==> src/include/adc_ctrl_pkg.sv <==
// Constants shared by the converter control block and its prescaler
`default_nettype none
package adc_ctrl_pkg;
  // ----------------------------------------------------------------
  // Register indices, byte address is four times the index
  // ----------------------------------------------------------------
  localparam int ADR_W = 8;
  localparam logic [5:0] IDX_RESULT_LOW = 6'h04;
  localparam logic [5:0] IDX_RESULT_HIGH = 6'h05;
  localparam logic [5:0] IDX_CTRL_STATUS = 6'h06;
  localparam logic [5:0] IDX_CHANNEL = 6'h07;
  localparam logic [5:0] IDX_IRQ_STATUS = 6'h08;
  localparam logic [5:0] IDX_IRQ_MASK = 6'h09;
  // ----------------------------------------------------------------
  // Field positions
  // ----------------------------------------------------------------
  localparam int CS_ENABLE = 7;
  localparam int CS_START = 6;
  localparam int CS_FREE_RUN = 5;
  localparam int CS_DONE_FLAG = 4;
  localparam int CS_IRQ_ENABLE = 3;
  localparam int CS_DIV_LSB = 0;
  localparam int DIV_W = 3;
  localparam int CHAN_W = 3;
  localparam int RESULT_W = 10;
  localparam int EV_DONE = 0;
  localparam int EV_LOST = 1;
  localparam int EV_W = 2;
  // ----------------------------------------------------------------
  // Reset values
  // ----------------------------------------------------------------
  localparam logic [DIV_W-1:0] DIV_RESET = 3'h0;
  localparam logic [CHAN_W-1:0] CHAN_RESET = 3'h0;
  localparam logic [RESULT_W-1:0] RESULT_RESET = 10'h000;
  localparam logic [EV_W-1:0] EV_RESET = 2'h0;
  // ----------------------------------------------------------------
  // Timing counts in converter clocks
  // ----------------------------------------------------------------
  localparam int TICK_W = 5;
  localparam logic [TICK_W-1:0] CLKS_FREE_RUN = 5'h0d;
  localparam logic [TICK_W-1:0] CLKS_SINGLE = 5'h0e;
  localparam logic [TICK_W-1:0] CLKS_INIT = 5'h19;
  localparam int PRESCALE_W = 7;

  typedef enum logic {idle_st, converting_st} conv_state_t;

  // Code to counter mask: 000 and 001 both divide by two
  function automatic logic [PRESCALE_W-1:0] div_mask(input logic [DIV_W-1:0] code);
    logic [PRESCALE_W:0] full;
    full = 8'h01 << ((code == 3'h0) ? 3'h1 : code);
    div_mask = full[PRESCALE_W-1:0] - 7'h01;
  endfunction
endpackage
`default_nettype wire

==> src/design/adc_conversion_control.sv <==
// Conversion control for an 8-channel 10-bit successive approximation converter
//
// Summary of operation
// - Free run restarts conversion after each finish
// - Clearing free run stops automatic restarts
// - Done flag sets at each finish, even when a locked result is not stored
// - Request needs flag, enable and global enable
// - Vector acknowledge clears the done flag
// - Writing one clears done flag, zero keeps
// - Divider code selects two up to 128
// - Result low byte, high byte bits 1..0
// - Channel change waits for conversion end
// - Free run restart coincides with done request
// - Start bit reads one until real finish
// - Lengths 13 free run, 14 single, 25 first
// - Low read locks results until high read
// - Clearing enable aborts any running conversion
`default_nettype none
module adc_conversion_control (
  input wire logic clk_i,
  input wire logic rst_i,
  input wire logic ce_i,
  input wire logic cyc_i,
  input wire logic stb_i,
  input wire logic we_i,
  input wire logic [adc_ctrl_pkg::ADR_W-1:0] adr_i,
  input wire logic [3:0] sel_i,
  input wire logic [31:0] dat_i,
  output logic [31:0] dat_o,
  output logic ack_o,
  input wire logic global_irq_enable_i,
  input wire logic irq_vector_ack_i,
  output logic conv_irq_o,
  output logic irq_o,
  input wire logic [adc_ctrl_pkg::RESULT_W-1:0] core_result_i,
  output logic [adc_ctrl_pkg::CHAN_W-1:0] channel_o,
  output logic converting_o,
  output logic converter_on_o,
  output logic adc_clk_en_o
);
  import adc_ctrl_pkg::*;

  // ----------------------------------------------------------------
  // Bus decode
  // ----------------------------------------------------------------
  logic access;
  logic wr;
  logic rd;
  logic wr_lane0;
  logic [5:0] idx;
  logic [7:0] wbyte;

  assign access = cyc_i && stb_i && !ack_o;
  assign wr = access && we_i;
  assign rd = access && !we_i;
  assign wr_lane0 = wr && sel_i[0];
  assign idx = adr_i[ADR_W-1:2];
  assign wbyte = dat_i[7:0];

  function automatic logic hit(input logic [5:0] a, input logic [5:0] b);
    hit = (a == b);
  endfunction

  logic wr_ctrl;
  logic wr_chan;
  logic wr_ev;
  logic wr_mask;
  logic rd_low;
  logic rd_high;

  assign wr_ctrl = wr_lane0 && hit(idx, IDX_CTRL_STATUS);
  assign wr_chan = wr_lane0 && hit(idx, IDX_CHANNEL);
  assign wr_ev = wr_lane0 && hit(idx, IDX_IRQ_STATUS);
  assign wr_mask = wr_lane0 && hit(idx, IDX_IRQ_MASK);
  assign rd_low = rd && hit(idx, IDX_RESULT_LOW);
  assign rd_high = rd && hit(idx, IDX_RESULT_HIGH);

  // ----------------------------------------------------------------
  // Control registers
  // ----------------------------------------------------------------
  logic enable;
  logic free_run_select;
  logic conversion_done_irq_enable;
  logic [DIV_W-1:0] converter_clock_divider_select;
  logic [CHAN_W-1:0] input_channel_select;
  logic [EV_W-1:0] irq_mask;

  always_ff @(posedge clk_i) begin
    if (rst_i) begin
      enable <= 1'b0;
      free_run_select <= 1'b0;
      conversion_done_irq_enable <= 1'b0;
      converter_clock_divider_select <= DIV_RESET;
    end else if (ce_i && wr_ctrl) begin
      enable <= wbyte[CS_ENABLE];
      free_run_select <= wbyte[CS_FREE_RUN];
      conversion_done_irq_enable <= wbyte[CS_IRQ_ENABLE];
      converter_clock_divider_select <= wbyte[CS_DIV_LSB +: DIV_W];
    end
  end

  // Channel is only a request; the multiplexer follows the captured copy
  always_ff @(posedge clk_i) begin
    if (rst_i) begin
      input_channel_select <= CHAN_RESET;
    end else if (ce_i && wr_chan) begin
      input_channel_select <= wbyte[CHAN_W-1:0];
    end
  end

  always_ff @(posedge clk_i) begin
    if (rst_i) begin
      irq_mask <= EV_RESET;
    end else if (ce_i && wr_mask) begin
      irq_mask <= wbyte[EV_W-1:0];
    end
  end

  // ----------------------------------------------------------------
  // Converter clock
  // ----------------------------------------------------------------
  logic tick;

  converter_prescaler prescaler (
    .clk_i(clk_i),
    .rst_i(rst_i),
    .ce_i(ce_i),
    .run_i(enable),
    .div_sel_i(converter_clock_divider_select),
    .tick_o(tick)
  );

  // ----------------------------------------------------------------
  // Conversion sequencer
  // ----------------------------------------------------------------
  conv_state_t state;
  logic [TICK_W-1:0] tick_cnt;
  logic [TICK_W-1:0] conv_len;
  logic need_init;
  logic [CHAN_W-1:0] active_channel;
  logic start_req;
  logic done_evt;
  logic busy;

  assign busy = (state == converting_st);
  // A start written together with the enable bit is accepted
  assign start_req = wr_ctrl && wbyte[CS_START] && wbyte[CS_ENABLE] && !busy;
  assign done_evt = busy && enable && tick && (tick_cnt == conv_len - 5'h01);

  always_ff @(posedge clk_i) begin
    if (rst_i) begin
      state <= idle_st;
      tick_cnt <= 5'h00;
      conv_len <= CLKS_SINGLE;
      active_channel <= CHAN_RESET;
    end else if (ce_i) begin
      if (!enable && !start_req) begin
        state <= idle_st;
        tick_cnt <= 5'h00;
      end else begin
        unique case (state)
          idle_st: begin
            if (start_req) begin
              state <= converting_st;
              tick_cnt <= 5'h00;
              conv_len <= need_init ? CLKS_INIT : CLKS_SINGLE;
              active_channel <= input_channel_select;
            end
          end
          converting_st: begin
            if (done_evt) begin
              tick_cnt <= 5'h00;
              if (free_run_select) begin
                conv_len <= CLKS_FREE_RUN;
                active_channel <= input_channel_select;
              end else begin
                state <= idle_st;
              end
            end else if (tick) begin
              tick_cnt <= tick_cnt + 5'h01;
            end
          end
        endcase
      end
    end
  end

  // Initialisation pass is owed after reset and after every switch-off
  always_ff @(posedge clk_i) begin
    if (rst_i) begin
      need_init <= 1'b1;
    end else if (ce_i) begin
      if (start_req) begin
        need_init <= 1'b0;
      end else if (!enable) begin
        need_init <= 1'b1;
      end
    end
  end

  // ----------------------------------------------------------------
  // Result capture and ordered-read lock
  // ----------------------------------------------------------------
  logic [RESULT_W-1:0] result_meta;
  logic [RESULT_W-1:0] result_sync;
  logic [RESULT_W-1:0] conversion_result_bits;
  logic locked;

  // Core output is asynchronous to this clock, so it is double registered
  always_ff @(posedge clk_i) begin
    if (rst_i) begin
      result_meta <= RESULT_RESET;
      result_sync <= RESULT_RESET;
    end else if (ce_i) begin
      result_meta <= core_result_i;
      result_sync <= result_meta;
    end
  end

  always_ff @(posedge clk_i) begin
    if (rst_i) begin
      conversion_result_bits <= RESULT_RESET;
    end else if (ce_i && done_evt && !locked) begin
      conversion_result_bits <= result_sync;
    end
  end

  always_ff @(posedge clk_i) begin
    if (rst_i) begin
      locked <= 1'b0;
    end else if (ce_i) begin
      if (rd_low) begin
        locked <= 1'b1;
      end else if (rd_high) begin
        locked <= 1'b0;
      end
    end
  end

  // ----------------------------------------------------------------
  // Completion flag and event status
  // ----------------------------------------------------------------
  logic conversion_done_flag;
  logic [EV_W-1:0] irq_status;
  logic [EV_W-1:0] ev_set;

  assign ev_set = {done_evt && locked, done_evt};

  // A completion in the clearing cycle wins over the clear
  always_ff @(posedge clk_i) begin
    if (rst_i) begin
      conversion_done_flag <= 1'b0;
    end else if (ce_i) begin
      if (done_evt) begin
        conversion_done_flag <= 1'b1;
      end else if (irq_vector_ack_i) begin
        conversion_done_flag <= 1'b0;
      end else if (wr_ctrl && wbyte[CS_DONE_FLAG]) begin
        conversion_done_flag <= 1'b0;
      end
    end
  end

  always_ff @(posedge clk_i) begin
    if (rst_i) begin
      irq_status <= EV_RESET;
    end else if (ce_i) begin
      if (wr_ev) begin
        irq_status <= (irq_status & ~wbyte[EV_W-1:0]) | ev_set;
      end else begin
        irq_status <= irq_status | ev_set;
      end
    end
  end

  assign conv_irq_o = conversion_done_flag && conversion_done_irq_enable
                      && global_irq_enable_i;
  assign irq_o = |(irq_status & irq_mask);

  // ----------------------------------------------------------------
  // Read data and acknowledge
  // ----------------------------------------------------------------
  logic [7:0] read_byte;

  always_comb begin
    read_byte = 8'h00;
    unique case (idx)
      IDX_RESULT_LOW: read_byte = conversion_result_bits[7:0];
      IDX_RESULT_HIGH: read_byte = {6'h00, conversion_result_bits[9:8]};
      IDX_CTRL_STATUS: read_byte = {enable, busy, free_run_select, conversion_done_flag,
                                    conversion_done_irq_enable,
                                    converter_clock_divider_select};
      IDX_CHANNEL: read_byte = {5'h00, input_channel_select};
      IDX_IRQ_STATUS: read_byte = {6'h00, irq_status};
      IDX_IRQ_MASK: read_byte = {6'h00, irq_mask};
      default: read_byte = 8'h00;
    endcase
  end

  always_ff @(posedge clk_i) begin
    if (rst_i) begin
      ack_o <= 1'b0;
      dat_o <= 32'h0000_0000;
    end else if (ce_i) begin
      ack_o <= access;
      if (rd) begin
        dat_o <= {24'h00_0000, read_byte};
      end
    end
  end

  assign channel_o = active_channel;
  assign converting_o = busy;
  assign converter_on_o = enable;
  assign adc_clk_en_o = tick;

  // ----------------------------------------------------------------
  // Checks
  // ----------------------------------------------------------------
  chk_free_run_restart: assert property (@(posedge clk_i) disable iff (rst_i || !ce_i)
    done_evt && free_run_select |=> busy && tick_cnt == 5'h00 && conv_len == CLKS_FREE_RUN)
    else $error("free run did not restart");
  chk_single_stops: assert property (@(posedge clk_i) disable iff (rst_i || !ce_i)
    done_evt && !free_run_select && !start_req |=> !busy)
    else $error("single conversion did not stop");
  chk_flag_on_done: assert property (@(posedge clk_i) disable iff (rst_i || !ce_i)
    done_evt |=> conversion_done_flag)
    else $error("done flag not set");
  chk_irq_gating: assert property (@(posedge clk_i) disable iff (rst_i)
    conv_irq_o |-> conversion_done_flag && conversion_done_irq_enable)
    else $error("request without flag and enable");
  chk_vector_clear: assert property (@(posedge clk_i) disable iff (rst_i || !ce_i)
    irq_vector_ack_i && !done_evt |=> !conversion_done_flag)
    else $error("vector acknowledge left flag set");
  chk_flag_write_zero: assert property (@(posedge clk_i) disable iff (rst_i || !ce_i)
    conversion_done_flag && wr_ctrl && !wbyte[CS_DONE_FLAG] && !irq_vector_ack_i
    |=> conversion_done_flag) else $error("zero write cleared flag");
  chk_divide_two: assert property (@(posedge clk_i) disable iff (rst_i || !ce_i)
    tick && converter_clock_divider_select <= 3'h1 && !wr_ctrl && enable |-> ##2 tick)
    else $error("divide by two rate wrong");
  chk_locked_hold: assert property (@(posedge clk_i) disable iff (rst_i || !ce_i)
    done_evt && locked |=> $stable(conversion_result_bits) && irq_status[EV_LOST])
    else $error("locked result changed");
  chk_disable_abort: assert property (@(posedge clk_i) disable iff (rst_i || !ce_i)
    !enable && !start_req |=> !busy) else $error("conversion survived disable");
  chk_channel_held: assert property (@(posedge clk_i) disable iff (rst_i || !ce_i)
    busy && !done_evt && enable |=> $stable(active_channel))
    else $error("channel changed mid conversion");
  chk_start_taken: assert property (@(posedge clk_i) disable iff (rst_i || !ce_i)
    start_req |=> busy && tick_cnt == 5'h00) else $error("start not taken");
endmodule
`default_nettype wire

==> src/design/converter_prescaler.sv <==
// Converter clock enable generator derived from the system clock
`default_nettype none
module converter_prescaler (
  input wire logic clk_i,
  input wire logic rst_i,
  input wire logic ce_i,
  input wire logic run_i,
  input wire logic [adc_ctrl_pkg::DIV_W-1:0] div_sel_i,
  output logic tick_o
);
  import adc_ctrl_pkg::*;

  logic [PRESCALE_W-1:0] count;

  // ----------------------------------------------------------------
  // Free-running divider, held in reset while the converter is off
  // ----------------------------------------------------------------
  always_ff @(posedge clk_i) begin
    if (rst_i) begin
      count <= 7'h00;
      tick_o <= 1'b0;
    end else if (ce_i) begin
      // Switch-off clear waits for the enable too, so a frozen block keeps its phase
      if (!run_i) begin
        count <= 7'h00;
        tick_o <= 1'b0;
      end else begin
        count <= count + 7'h01;
        tick_o <= ((count & div_mask(div_sel_i)) == div_mask(div_sel_i));
      end
    end
  end

  chk_tick_spacing: assert property (@(posedge clk_i) disable iff (rst_i || !ce_i)
    tick_o |=> !tick_o) else $error("converter tick repeated back to back");
  chk_tick_off: assert property (@(posedge clk_i) disable iff (rst_i || !ce_i)
    !run_i |=> !tick_o) else $error("tick while converter disabled");
endmodule
`default_nettype wire

==> config.mk <==
export PLATFORM = sky130hd
export DESIGN_NAME = adc_conversion_control
export DESIGN_NICKNAME = d
export VERILOG_FILES = /design/src/include/adc_ctrl_pkg.sv /design/src/design/adc_conversion_control.sv /design/src/design/converter_prescaler.sv
export SDC_FILE = /design/constraint.sdc
export NUM_CORES = 1
export LEC_CHECK = 0
export BUFFER_PORTS_ARGS = -buffer_cell sky130_fd_sc_hd__buf_4
export CORE_ASPECT_RATIO = 1.75
export CORE_MARGIN = 2
export CORE_UTILIZATION = 52
export DETAILED_ROUTE_END_ITERATION = 7
export PLACE_DENSITY = 0.8
export SYNTH_ARGS = -nofsm -noshare
export SYNTH_HDL_FRONTEND = slang
export SYNTH_SLANG_ARGS = --single-unit
==> constraint.sdc <==
create_clock -name clk_i -period 2.45 [get_ports clk_i]
set_input_delay 0 -clock clk_i [delete_from_list [all_inputs] [get_ports clk_i]]
set_output_delay 0 -clock clk_i [all_outputs]
set_load 0.05 [all_outputs]
==> results.py <==
metrics = {
    "final_layout": {
        "fin_nets": 523,
        "post-route-cell-area_mm2": 0.004467,
        "areaGrowthSynthToFinish_pct": 23.15,
        "finalNonFillerCells": 546,
        "num_antenna_cells": 0,
        "drive_gt1_share_pct": 19.26,
        "utilization_pct": 65.63,
    },
    "placement": {
        "gp_congestion": 0.9557,
        "placed_cell_area_mm2": 0.003931,
        "io_buffers": 49,
        "pre_cts_slack_ps": 296.1,
        "dp_hpwl_um": 5647,
        "dp_cells": 512,
    },
    "status": {
        "status": "finished clean",
    },
    "route": {
        "vias": 3005,
        "wl_per_cell_um": 15.07,
        "firstDrtPassIters": 5,
        "met2_length_um": 4382,
        "ant_nets": 0,
        "viasPerCell": 5.504,
        "wirelength_um": 8226,
        "top_layer": "met4",
        "routedLengthMet1_um": 3128,
        "wl_met3_um": 412,
        "first_iter_violations": 199,
        "remaining_drc_errors": 0,
    },
    "global_routing": {
        "antenna_found_initial": 0,
        "grt_first_pass_wirelength_um": 13230,
        "grt_max_degree": 67,
        "grt_pass1_vias": 2925,
        "grtUsageTotal_pct": 23.02,
        "grt_overflow": 0,
    },
    "clock_tree": {
        "post-cts-setup-buffer-count": 0,
        "cts_root_buf": "clkbuf_16",
        "tritoncts": "done",
        "clock_sinks": 76,
        "cts_buffer_depth": 2,
        "path_clk_slew_ps": 60,
        "cts_buffers": 9,
        "cts_htree_levels": 3,
        "worstSkewPairLatency_ps": 330,
    },
    "sta": {
        "maxSlewHeadroom_pct": 54.91,
        "slew_viol_final": 0,
        "final.setup.tns_ps": 0,
        "tightest_slew_ps": 676.3,
        "rsz0062_at_grt": "false",
        "finalHoldViolCount": 0,
        "setup_viol": 0,
        "fmax_mhz": 469.4,
        "fin_skew_ps": 1.754,
        "min_period_ps": 2130,
        "fin_ws_ps": 319.8,
        "min_period_over_period_pct": 86.95,
    },
    "worst_setup_path": {
        "crit_path_max_incr_delay_ps": 470,
        "worstPathRequired_ps": 2710,
        "endpoint_kind": "register",
        "worst-setup-path-type": "register to register",
        "worstSetupStartpointType": "register",
        "crit_fanout": 7,
        "path_cells": "inv_1 -> ha_1 -> xor2_1 -> and4_1 -> o21ai_2 -> a211oi_4 -> mux2i_1",
        "cpLargestDelayFamily": "compound AO/OA/AOI/OAI gates",
        "crit_buf_inv": 1,
        "slowest_stage": "a211oi_4",
        "crit_arrival_ps": 2390,
    },
    "logic_synthesis": {
        "synth_cell_type_count": 56,
        "yosysSeqAreaShare_pct": 41.95,
        "synth_most_common_cell": "dfxtp_1",
        "ys_ff_latch": 76,
        "ys_top_cells_by_area": "dfxtp_1 42%, mux2i_1 12%, nor2_1 6.7%",
        "synth_common_cells": "76 x dfxtp_1, 65 x nor2_1, 43 x mux2i_1",
        "yosys.area.top_type": "dfxtp_1",
        "ys.flop_type": "dfxtp_1",
        "async_reset_ff_share_pct": 0,
        "synth_top_area_share_pct": 41.95,
        "synth_area_per_cell_um2": 9.137,
        "synth_cells": 397,
        "yosys_warnings": 0,
        "synth_area_mm2": 0.003627,
        "synth_edf_count": 0,
    },
    "run": {
        "cap_violations": 0,
    },
    "floorplanning": {
        "core_area_mm2": 0.006807,
        "die_area_mm2": 0.007686,
        "die_y_um": 114.5,
        "initial_core_util_pct": 53.29,
        "die_w_um": 67.14,
        "io_pins": 103,
        "placementRows": 40,
    },
    "power_and_ir_drop": {
        "power_density_mw_per_mm2": 684.7,
        "p_leak_nw": 1.965,
        "ir_worst_vdd_mv": 0.5835,
    },
    "hold_path": {
        "hold_path.class": "input port to register",
    },
}
## worst reg2reg max path, cell delays in order (launching register included)
cell,delay [ps]
dfxtp_1,420
inv_1,80
ha_1,300
xor2_1,130
and4_1,260
o21ai_2,140
a211oi_4,470
mux2i_1,260
## per-layer routing
metal  vias to the layer above  track usage (%)
met3                        23            5.998
met2                       118            40.07
met5                         -                0
li1                       1457                -
met1                      1407            23.80
met4                         0            14.01
## logic make-up after synthesis
family                   count (synthesis)  share of synthesized area (%)
AO/OA/AOI/OAI                           60                          11.59
XOR/XNOR                                 8                          1.932
adder cells (fa/ha/maj)                  4                          1.380
buffers and inverters                   58                          9.106
flip-flops                              76                          41.95
multiplexers                            50                          14.04
other                                    2                         0.2070
AND/OR/NAND/NOR                        139                          19.80
## final timing paths
path / start / end / slack [ps] / depth (start not counted)
setup / recovery: conv_len[0]$_SDFFE_PP0P_ / channel_o[1]$_SDFFE_PP0P_ / 320 / 7
hold / removal: stb_i / ack_o$_SDFFE_PP0P_ / 20 / 3
setup reg to reg: conv_len[0]$_SDFFE_PP0P_ / channel_o[1]$_SDFFE_PP0P_ / 320 / 7
hold reg to reg: dat_o[1]$_SDFFE_PP0P_ / dat_o[1]$_SDFFE_PP0P_ / 460 / 2
## cell type report
type                       count  area [um^2]
clock buffer                  11        242.7
multi-input combinational    286         1867
fill                         554         2340
inverter                      14        52.55
timing repair buffer          70        570.5
clock inverter                 5        107.6
sequential                    76         1521
tap                           84        105.1
## metrics by stage
stage / hold slack (ps) / total power [W]
6_report: 17.21 / 0.003058
5_1_grt: 24.50 / 0.003143
4_1_cts: 10.84 / 0.003074
3_5_place_dp: 239.2 / 0.001523
3_3_place_gp: 233.7 / 0.001520
2_1_floorplan: 143.9 / 0.001488
## cell usage in the layout (no fill, tap or decap), types with 13 or more instances in the layout
cell type      Yosys  final
inv_1             14     14
conb_1             2     25
dlygate4sd3_1      0     18
mux2i_1           43     43
nor2_1            65     65
a21oi_1           16     16
dfxtp_1           76     76
buf_4             25     52
o21ai_0           13     13
nand2_1           23     23
## state kept, by name, summed over array words and instances, names as in the netlist, 2 cells and up
signal and cells:
conversion_result_bits 10, irq_status 2, channel_o 3, converter_clock_divider_select 3, conv_len 4, dat_o 8, input_channel_select 3, irq_mask 2
result_meta 10, tick_cnt 5, result_sync 10, prescaler.count 7
## where the power goes
| part | internal (W) | switching [W] | total, W |
|---|---|---|---|
| Combinational | 0.0000884 | 0.000173 | 0.000261 |
| Clock | 0.00103 | 0.000507 | 0.00154 |
| Sequential | 0.00125 | 0.00000903 | 0.00126 |
| Total | 0.00237 | 0.000690 | 0.00306 |
## timing repair
action                     CTS  global route
hold buffers                18             0
hold endpoints to repair    21             0
resized for setup            0             1
setup endpoints to repair    0             1
Note: power is estimated with default switching activity, not from simulation.
